==> src/rtl/fcer_consts.vh <==
`ifndef FCER_CONSTS_VH
`define FCER_CONSTS_VH
`define FCER_OP_FORMAT 8'h04
`define FCER_OP_CHECK 8'h05
`define FCER_E_NONE 6'h00
`define FCER_E_NO_INDEX 6'h01
`define FCER_E_NO_SEEK 6'h02
`define FCER_E_WFAULT 6'h03
`define FCER_E_NOT_READY 6'h04
`define FCER_E_TRK0 6'h06
`define FCER_E_SEEKING 6'h08
`define FCER_E_HDR 6'h10
`define FCER_E_UNCORR 6'h11
`define FCER_E_NO_MARK 6'h12
`define FCER_E_NOT_FOUND 6'h14
`define FCER_E_SEEK_ERR 6'h15
`define FCER_E_CORR 6'h18
`define FCER_E_BAD_TRK 6'h19
`define FCER_E_FORMAT 6'h1a
`define FCER_E_SUB_DIRECT 6'h1c
`define FCER_E_SUB_USED 6'h1d
`define FCER_E_SUB_NOFLAG 6'h1e
`define FCER_E_SUB_SAME 6'h1f
`define FCER_E_BAD_CMD 6'h20
`define FCER_E_BAD_ADDR 6'h21
`define FCER_E_BAD_PARAM 6'h22
`define FCER_E_RAM 6'h30
`define FCER_E_CHKSUM 6'h31
`define FCER_E_ECC 6'h32
`define FCER_FILL 8'h6c
`define FCER_CB_RETRY_OFF 7
`define FCER_CB_PATTERN 5
`define FCER_CB_SERVO 4
`define FCER_IL_MAX_256 5'd31
`define FCER_IL_MAX_512 5'd16
`define FCER_SERVO_US 300
`define FCER_CLK_MHZ 100
`define FCER_SERVO_CYC (`FCER_SERVO_US * `FCER_CLK_MHZ)
`endif

==> src/rtl/fcer_il_table.v <==
`include "fcer_consts.vh"
`default_nettype none
// builds interleave table: physical slot -> logical sector
module fcer_il_table #(
  parameter SW = 5
) (
  input wire clk_sys,
  input wire nrst,
  input wire start,
  input wire [SW-1:0] nsec,
  input wire [4:0] ilv,
  input wire [SW-1:0] rd_idx,
  output reg [SW-1:0] rd_val,
  output reg done
);
  reg [SW-1:0] tab [0:(1<<SW)-1];
  reg [(1<<SW)-1:0] used_ff;
  reg [SW-1:0] pos_ff;
  reg [SW-1:0] log_ff;
  reg busy_ff;
  reg [SW:0] sum;
  reg [SW-1:0] wpos;

  // next physical slot: step by interleave, wrap at nsec; used slots are skipped in the fill block
  always @*
  begin
    sum = {1'b0, pos_ff} + {{(SW-4){1'b0}}, ilv};
    if (sum >= {1'b0, nsec})
      sum = sum - {1'b0, nsec};
    wpos = sum[SW-1:0];
  end

  // fill at most one table entry per clock; a used slot costs a clock
  always @(posedge clk_sys or negedge nrst)
  begin
    if (!nrst)
    begin
      used_ff <= {(1<<SW){1'b0}};
      pos_ff <= {SW{1'b0}};
      log_ff <= {SW{1'b0}};
      busy_ff <= 1'b0;
      done <= 1'b0;
    end
    else if (start)
    begin
      used_ff <= {(1<<SW){1'b0}};
      pos_ff <= {SW{1'b0}};
      log_ff <= {SW{1'b0}};
      busy_ff <= 1'b1;
      done <= 1'b0;
    end
    else if (busy_ff)
    begin
      if (used_ff[pos_ff])
        pos_ff <= (pos_ff + 1'b1 >= nsec) ? {SW{1'b0}} : pos_ff + 1'b1;
      else
      begin
        used_ff[pos_ff] <= 1'b1;
        log_ff <= log_ff + 1'b1;
        pos_ff <= wpos;
        if (log_ff + 1'b1 == nsec)
        begin
          busy_ff <= 1'b0;
          done <= 1'b1;
        end
      end
    end
  end

  // table storage and read port
  always @(posedge clk_sys)
  begin
    if (busy_ff && !used_ff[pos_ff])
      tab[pos_ff] <= log_ff;
    rd_val <= tab[rd_idx];
  end
endmodule // fcer_il_table
`default_nettype wire

==> src/rtl/fcer_top.v <==
`include "fcer_consts.vh"
`default_nettype none
// format drive / check track sequencer with sense reporting
module fcer_top #(
  parameter SW = 5,
  parameter MAX_LBA = 21'h1fffff
) (
  input wire clk_sys,
  input wire nrst,
  input wire cmd_valid,
  input wire [7:0] cmd_op,
  input wire [20:0] cmd_lba,
  input wire [7:0] cmd_b4,
  input wire [7:0] cmd_ctl,
  input wire sec512,
  input wire [SW-1:0] nsec,
  input wire [20:0] sec_per_trk_lba,
  input wire drv_op_done,
  input wire [5:0] drv_err,
  input wire [31:0] rot_cycles,
  input wire [SW-1:0] hdr_sec,
  input wire hdr_bad,
  input wire hdr_sub_flag,
  input wire sub_via_defect,
  input wire diag_done,
  input wire [5:0] diag_err,
  input wire asg_valid,
  input wire [20:0] asg_def,
  input wire [20:0] asg_sub,
  input wire asg_sub_used,
  input wire asg_sub_noflag,
  output reg [2:0] drv_op,
  output reg drv_op_go,
  output reg [SW-1:0] drv_sec,
  output reg [7:0] fill_byte,
  output reg fill_keep,
  output reg [31:0] sec_slot_cycles,
  output reg [3:0] step_rate,
  output reg retry_off,
  output reg busy,
  output reg cmd_done,
  output reg [7:0] sense0,
  output reg [20:0] sense_lba
);
  localparam OP_RECAL = 3'd1;
  localparam OP_SEEK = 3'd2;
  localparam OP_TIME = 3'd3;
  localparam OP_WHDR = 3'd4;
  localparam OP_RHDR = 3'd5;
  localparam OP_WDATA = 3'd6;
  localparam S_IDLE = 4'd0;
  localparam S_TAB = 4'd1;
  localparam S_RECAL = 4'd2;
  localparam S_SEEK = 4'd3;
  localparam S_TIME = 4'd4;
  localparam S_WHDR = 4'd5;
  localparam S_RHDR = 4'd6;
  localparam S_WDATA = 4'd7;
  localparam S_END = 4'd8;
  localparam S_WAIT = 4'd9;

  reg [3:0] st_ff;
  reg [3:0] nxt_st;
  reg is_fmt_ff;
  reg [SW-1:0] sec_ff;
  reg [20:0] trk_lba_ff;
  reg [4:0] ilv_ff;
  reg tab_start_ff;
  wire [SW-1:0] tab_val;
  wire tab_done;
  reg [5:0] code;
  reg [31:0] slot_base;

  fcer_il_table #(.SW(SW)) u_tab (
    .clk_sys(clk_sys),
    .nrst(nrst),
    .start(tab_start_ff),
    .nsec(nsec),
    .ilv(ilv_ff),
    .rd_idx(sec_ff),
    .rd_val(tab_val),
    .done(tab_done)
  );

  // class of error code sits in bits 5-4, code in 3-0
  // only documented codes are ever loaded here
  function [5:0] legal;
    input [5:0] c;
    begin
      case (c)
        6'h00, 6'h01, 6'h02, 6'h03, 6'h04, 6'h06, 6'h08: legal = c;
        6'h10, 6'h11, 6'h12, 6'h14, 6'h15, 6'h18, 6'h19: legal = c;
        6'h1a, 6'h1c, 6'h1d, 6'h1e, 6'h1f: legal = c;
        6'h20, 6'h21, 6'h22: legal = c;
        6'h30, 6'h31, 6'h32: legal = c;
        default: legal = `FCER_E_NONE;
      endcase
    end
  endfunction

  // parameter check on a new command
  always @*
  begin
    code = `FCER_E_NONE;
    if (cmd_op != `FCER_OP_FORMAT && cmd_op != `FCER_OP_CHECK)
      code = `FCER_E_BAD_CMD;
    else if (cmd_lba > MAX_LBA)
      code = `FCER_E_BAD_ADDR;
    else if (cmd_b4[4:0] == 5'd0 ||
             cmd_b4[4:0] > (sec512 ? `FCER_IL_MAX_512 : `FCER_IL_MAX_256))
      code = `FCER_E_BAD_PARAM;
  end

  // servo gap trims the measured rotation time
  always @*
  begin
    if (cmd_ctl[`FCER_CB_SERVO] && rot_cycles > `FCER_SERVO_CYC)
      slot_base = rot_cycles - `FCER_SERVO_CYC;
    else
      slot_base = rot_cycles;
  end

  // next state
  always @*
  begin
    nxt_st = st_ff;
    case (st_ff)
      S_IDLE: nxt_st = st_ff;
      // done from the previous build still stands while start is in flight
      S_TAB: if (tab_done && !tab_start_ff) nxt_st = is_fmt_ff ? S_RECAL : S_SEEK;
      S_RECAL: if (drv_op_done) nxt_st = S_SEEK;
      S_SEEK: if (drv_op_done) nxt_st = is_fmt_ff ? S_TIME : S_RHDR;
      S_TIME: if (drv_op_done) nxt_st = S_WHDR;
      S_WHDR: if (drv_op_done && sec_ff + 1'b1 == nsec) nxt_st = S_RHDR;
      S_RHDR: if (drv_op_done && sec_ff + 1'b1 == nsec)
                nxt_st = is_fmt_ff ? S_WDATA : S_END;
      S_WDATA: if (drv_op_done && sec_ff + 1'b1 == nsec) nxt_st = S_END;
      S_END: nxt_st = S_IDLE;
      S_WAIT: nxt_st = S_IDLE;
      default: nxt_st = S_IDLE;
    endcase
  end

  // sequencer, drive requests and sense reporting
  always @(posedge clk_sys or negedge nrst)
  begin
    if (!nrst)
    begin
      st_ff <= S_IDLE;
      is_fmt_ff <= 1'b0;
      sec_ff <= {SW{1'b0}};
      trk_lba_ff <= 21'h0;
      ilv_ff <= 5'd1;
      tab_start_ff <= 1'b0;
      drv_op <= 3'd0;
      drv_op_go <= 1'b0;
      drv_sec <= {SW{1'b0}};
      fill_byte <= `FCER_FILL;
      fill_keep <= 1'b0;
      sec_slot_cycles <= 32'h0;
      step_rate <= 4'h0;
      retry_off <= 1'b0;
      busy <= 1'b0;
      cmd_done <= 1'b0;
      sense0 <= 8'h00;
      sense_lba <= 21'h0;
    end
    else
    begin
      drv_op_go <= 1'b0;
      tab_start_ff <= 1'b0;
      cmd_done <= 1'b0;
      st_ff <= nxt_st;
      if (st_ff == S_IDLE)
      begin
        if (diag_done)
        begin
          sense0 <= {2'b00, legal(diag_err)};
          cmd_done <= 1'b1;
        end
        else if (asg_valid)
        begin
          // substitute-track assignment checks
          if (asg_def == asg_sub)
            sense0 <= {2'b00, `FCER_E_SUB_SAME};
          else if (asg_sub_used)
            sense0 <= {2'b00, `FCER_E_SUB_USED};
          else if (asg_sub_noflag)
            sense0 <= {2'b00, `FCER_E_SUB_NOFLAG};
          else
            sense0 <= 8'h00;
          cmd_done <= 1'b1;
        end
        else if (cmd_valid)
        begin
          step_rate <= cmd_ctl[3:0];
          retry_off <= cmd_ctl[`FCER_CB_RETRY_OFF];
          fill_keep <= cmd_ctl[`FCER_CB_PATTERN];
          fill_byte <= `FCER_FILL;
          ilv_ff <= cmd_b4[4:0];
          is_fmt_ff <= (cmd_op == `FCER_OP_FORMAT);
          // round down to the track's first sector
          trk_lba_ff <= cmd_lba - (cmd_lba % sec_per_trk_lba);
          sec_ff <= {SW{1'b0}};
          if (code != `FCER_E_NONE)
          begin
            sense0 <= {2'b00, code};
            cmd_done <= 1'b1;
            st_ff <= S_WAIT;
          end
          else
          begin
            busy <= 1'b1;
            tab_start_ff <= 1'b1;
            st_ff <= S_TAB;
          end
        end
      end
      else if (st_ff != S_WAIT && st_ff != S_END && st_ff != S_TAB &&
               drv_op_done && drv_err != `FCER_E_NONE)
      begin
        // hard error: stop, report failing track
        sense0 <= {1'b1, 1'b0, legal(drv_err)};
        sense_lba <= trk_lba_ff;
        busy <= 1'b0;
        cmd_done <= 1'b1;
        st_ff <= S_IDLE;
      end
      else if (st_ff == S_RHDR && drv_op_done && !is_fmt_ff &&
               (hdr_bad || hdr_sec != tab_val))
      begin
        sense0 <= {2'b10, `FCER_E_FORMAT};
        sense_lba <= trk_lba_ff;
        busy <= 1'b0;
        cmd_done <= 1'b1;
        st_ff <= S_IDLE;
      end
      else if (st_ff == S_RHDR && drv_op_done && hdr_sub_flag && !sub_via_defect)
      begin
        sense0 <= {2'b10, `FCER_E_SUB_DIRECT};
        sense_lba <= trk_lba_ff;
        busy <= 1'b0;
        cmd_done <= 1'b1;
        st_ff <= S_IDLE;
      end
      else if (st_ff == S_END)
      begin
        sense0 <= {2'b10, `FCER_E_NONE};
        sense_lba <= trk_lba_ff + sec_per_trk_lba;
        busy <= 1'b0;
        cmd_done <= 1'b1;
      end
      else
      begin
        // issue drive operation on state entry or next sector
        if (nxt_st != st_ff || (drv_op_done && st_ff >= S_WHDR && st_ff <= S_WDATA))
        begin
          if (nxt_st != st_ff)
            sec_ff <= {SW{1'b0}};
          else
            sec_ff <= sec_ff + 1'b1;
          case (nxt_st)
            S_RECAL: drv_op <= OP_RECAL;
            S_SEEK: drv_op <= OP_SEEK;
            S_TIME: drv_op <= OP_TIME;
            S_WHDR: drv_op <= OP_WHDR;
            S_RHDR: drv_op <= OP_RHDR;
            S_WDATA: drv_op <= OP_WDATA;
            default: drv_op <= 3'd0;
          endcase
          drv_op_go <= (nxt_st != S_END && nxt_st != S_IDLE);
          drv_sec <= (nxt_st != st_ff) ? {SW{1'b0}} : sec_ff + 1'b1;
        end
        if (st_ff == S_TIME && drv_op_done)
          sec_slot_cycles <= slot_base / {{(32-SW){1'b0}}, nsec};
      end
    end
  end
endmodule // fcer_top
`default_nettype wire

==> config.mk <==
export PLATFORM = sky130hd
export DESIGN_NAME = fcer_top
export DESIGN_NICKNAME = d
export VERILOG_FILES = /design/src/rtl/fcer_il_table.v /design/src/rtl/fcer_top.v
export VERILOG_INCLUDE_DIRS = /design/src /design/src/rtl
export SDC_FILE = /design/constraint.sdc
export NUM_CORES = 2
export LEC_CHECK = 0
export BUFFER_PORTS_ARGS = -buffer_cell sky130_fd_sc_hd__buf_2
export CELL_PAD_IN_SITES_DETAIL_PLACEMENT = 1
export CELL_PAD_IN_SITES_GLOBAL_PLACEMENT = 1
export CORE_ASPECT_RATIO = 0.5
export CORE_UTILIZATION = 35
export DETAILED_ROUTE_END_ITERATION = 7
export GPL_TIMING_DRIVEN = 0
export PLACE_DENSITY_LB_ADDON = 0.1
export SETUP_SLACK_MARGIN = 0.2
export SYNTH_ARGS = -nofsm -noshare
export SYNTH_HDL_FRONTEND = slang
export SYNTH_SLANG_ARGS = --single-unit
==> constraint.sdc <==
create_clock -name clk_sys -period 3.5 [get_ports clk_sys]
set_input_delay 0.35 -clock clk_sys [delete_from_list [all_inputs] [get_ports clk_sys]]
set_output_delay 0.35 -clock clk_sys [all_outputs]
set_load 0.1 [all_outputs]
==> run metrics <==
RSZ-0062 raised after global routing true; largest stage delay on the critical path 0.56 ns; Critical Path AT 68.56 ns; Avg WL per Cell 22.9 microns; H-tree levels 1; ys async rst share 48.9%; initial DRC count 2639; Storage cell area 8860 sq um; Clock Skew 0.0648 ns; setup TNS -2098.10 ns; Crit path top cell by count o21a_1; post-synthesis sequential area ratio 20.2%; Starting Density 35.5%; clock buffer count from CTS 30; Worst R2R Start st_ff[3]; Root Buffer clkbuf_16; Area growth, synth to finish 42.9%; critical path capture point type flop; Multi-input gate area approximately 38000 sq um; reg2reg setup slack -1.82 ns; vias per cell 5.81; nets@finish 7492; clk_lat worst skew slightly below 0.7 ns; Worst Reg-to-Reg Cells 16; Min-Delay Path Class input pin to flop; GR Util All Layers 28.8%; fraction of layout instances using a drive strength above 1 34.6%; Finish-stage setup viols ~230; core area between 100000 and 150000 sq um; Peak Freq 14.7 MHz; mapped cell area 43900 sq um; Worst Hold Depth 3; Slew Viols, Final 19; Reg clk slew, reported paths around 0.080 ns; critical path class input pin to flop; period utilisation layout 1950%; Num Clock Sinks 323; Total Wirelength 196 mm; Worst slew margin -1.76%; Bufs and invs on worst path 80; Worst Hold End is_fmt_ff; num ports 260; Finished Core Util approximately half; max cap viols 1; number of global-route vias before repair 52176; RD Place Congestion 0.887; Yosys warnings 0; Filler Cell Count between 10000 and 15000; violated checks max-capacitance violations, max-slew violations, negative setup slack; HPWL after DPL 134 mm; Cells after Synth 5424; drc violations 0; Final Worst Setup Slack -64.59 ns; worst-margin pin slew between 1.5 and 2 ns; synthesized flop and latch total 323; total global routing overflow 0; Hold Vio Cnt, Final 0; status finished with violations; die area 127000 sq um; TritonCTS clock tree yes; Top FF cell, synth edfxtp_1; DIE HEIGHT 252 microns; Std-Cell Rows 91; Finished Cell Area 62700 sq um; initial antenna violation count 14; PortBufs 236; slowest CP cell or4_4; pre-CTS setup slack -76.15 ns; worst flop-to-flop path endpoint sec_slot_cycles[0]; post-route ant nets 0; synthesized area per cell ~8.1 sq um; routed vias 49790; critical path's top delay family compound AO/OA/AOI/OAI gates; Die Wd 503 microns; First-pass DRT Iterations 5; first-pass GRT wire length 293 mm; hold path start cmd_op[2]; CP max FO 8; largest net degree at the start of global routing about 110; placed cell areas 49000 sq um; Worst setup SP type input pin; EDFF count, synth 160; Max Root-Sink Buffers 3; Unique masters post-synth 138; min cycle time layout 68.09 ns; Req. time, crit path 3.96 ns
-- Yosys cell counts, types with 95 or more instances --
library cell / n / share of area (%)
a21o_1: 104 / 1.8
a21oi_1: 284 / 3.2
clkbuf_1: 149 / 1.3
dfrtp_1: 157 / 8.9
edfxtp_1: 160 / 11
ha_1: 449 / 13
inv_1: 124 / 1.1
nand2_1: 560 / 4.8
nand3_1: 108 / 1.2
nor2_1: 491 / 4.2
nor3_1: 364 / 4.1
o21a_1: 276 / 4.7
o21ai_0: 243 / 2.8
o31ai_1: 204 / 3.5
xnor2_1: 224 / 4.5
xor2_1: 95 / 1.9
-- timing repair --
item / CTS / global route
setup buffers: 891 / 251
gates resized for setup: 478 / 322
cloned: 2 / 0
setup endpoints to repair: 317 / 308
hold buffers: 13 / 0
hold endpoints to repair: 64 / 0
pin swaps: 464 / 414
-- layout by cell type (no fill, tap or decap), drive strengths merged, types with 105 or more instances in the layout --
master  instances
a21o          105
nor2          497
o21a          277
inv           122
clkbuf        163
buf          1460
o21ai         278
nor3          374
nand2         560
dfrtp         157
xnor2         225
nand3         115
a21oi         287
ha            449
o31ai         207
edfxtp        160
-- area by class of cell --
cell class	count	share of cell area [%]
Clock inverter	20	0.395
Sequential cell	323	14.1
Inverter	125	0.778
Tap cell	1674	3.34
Clock buffer	36	1.25
Buffer	199	2.57
Antenna cell	6	0.0239
Multi-Input combinational cell	4784	60.6
Timing Repair Buffer	1401	16.9
-- cells by family after synthesis --
kind of cell / count (synthesis) / share of synthesized area (%)
AO/OA/AOI/OAI: 1634 / 26.1
AND/OR/NAND/NOR: 2175 / 25.0
flip-flops: 323 / 20.2
other: 2 / 0.0171
multiplexers: 184 / 6.04
XOR/XNOR: 322 / 6.47
buffers and inverters: 324 / 3.02
adder cells (fa/ha/maj): 460 / 13.2
-- state kept, by name, summed over array words and instances, names as in the netlist, 3 cells and up --
signal           cells
sec_ff               5
sense_lba           21
drv_op               3
u_tab.pos_ff         5
sec_slot_cycles     32
step_rate            4
drv_sec              5
u_tab.tab          160
sense0               7
st_ff                4
u_tab.log_ff         5
u_tab.rd_val         5
u_tab.used_ff       32
ilv_ff               5
trk_lba_ff          21
-- metal layers --
layer / vias to the layer above / routed length, microns / GRT usage, %
li1: 23479 / - / -
met1: 24916 / 83100 / 35.2
met2: 1017 / 100000 / 53.3
met3: 376 / 6090 / 2.59
met4: 2 / 7080 / 8.73
met5: - / 11 / 0
-- worst register-to-register path, stage by stage, from the launching register on --
cell and delay [ns]:
dfrtp_1 0.34, clkbuf_1 0.44, nor2_1 0.13, o311ai_2 0.42
o31a_1 0.25, nor2b_1 0.15, clkbuf_2 0.42, nand4_1 0.73
nor2_4 0.38, o21ai_1 0.09, a31oi_1 0.19, o311ai_2 0.14
nor4b_2 0.30, o2111ai_1 0.18, a2111o_1 0.44, a2111oi_4 0.31
a41oi_2 0.18
-- stage by stage --
step,std cells,hold slack [ns]
global placement,7341,0.458
global route,8567,0.0790
detailed placement,7349,0.317
CTS,8311,0.0518
finish,8568,0.0717
floorplan,5431,0.0544
-- how the worst max path moves through the flow --
stage,from,endpoint,cells past startpoint
floorplan,rot_cycles[4],sec_slot_cycles[0],389
global placement,rot_cycles[3],sec_slot_cycles[0],374
detailed placement,rot_cycles[4],sec_slot_cycles[0],374
CTS,rot_cycles[5],sec_slot_cycles[0],388
global route,rot_cycles[5],sec_slot_cycles[0],383
finish,rot_cycles[5],sec_slot_cycles[0],398
Power is left out: the tool's default activity adds up to more than one toggle a clock period on the data nets, which glitch-free logic cannot reach.
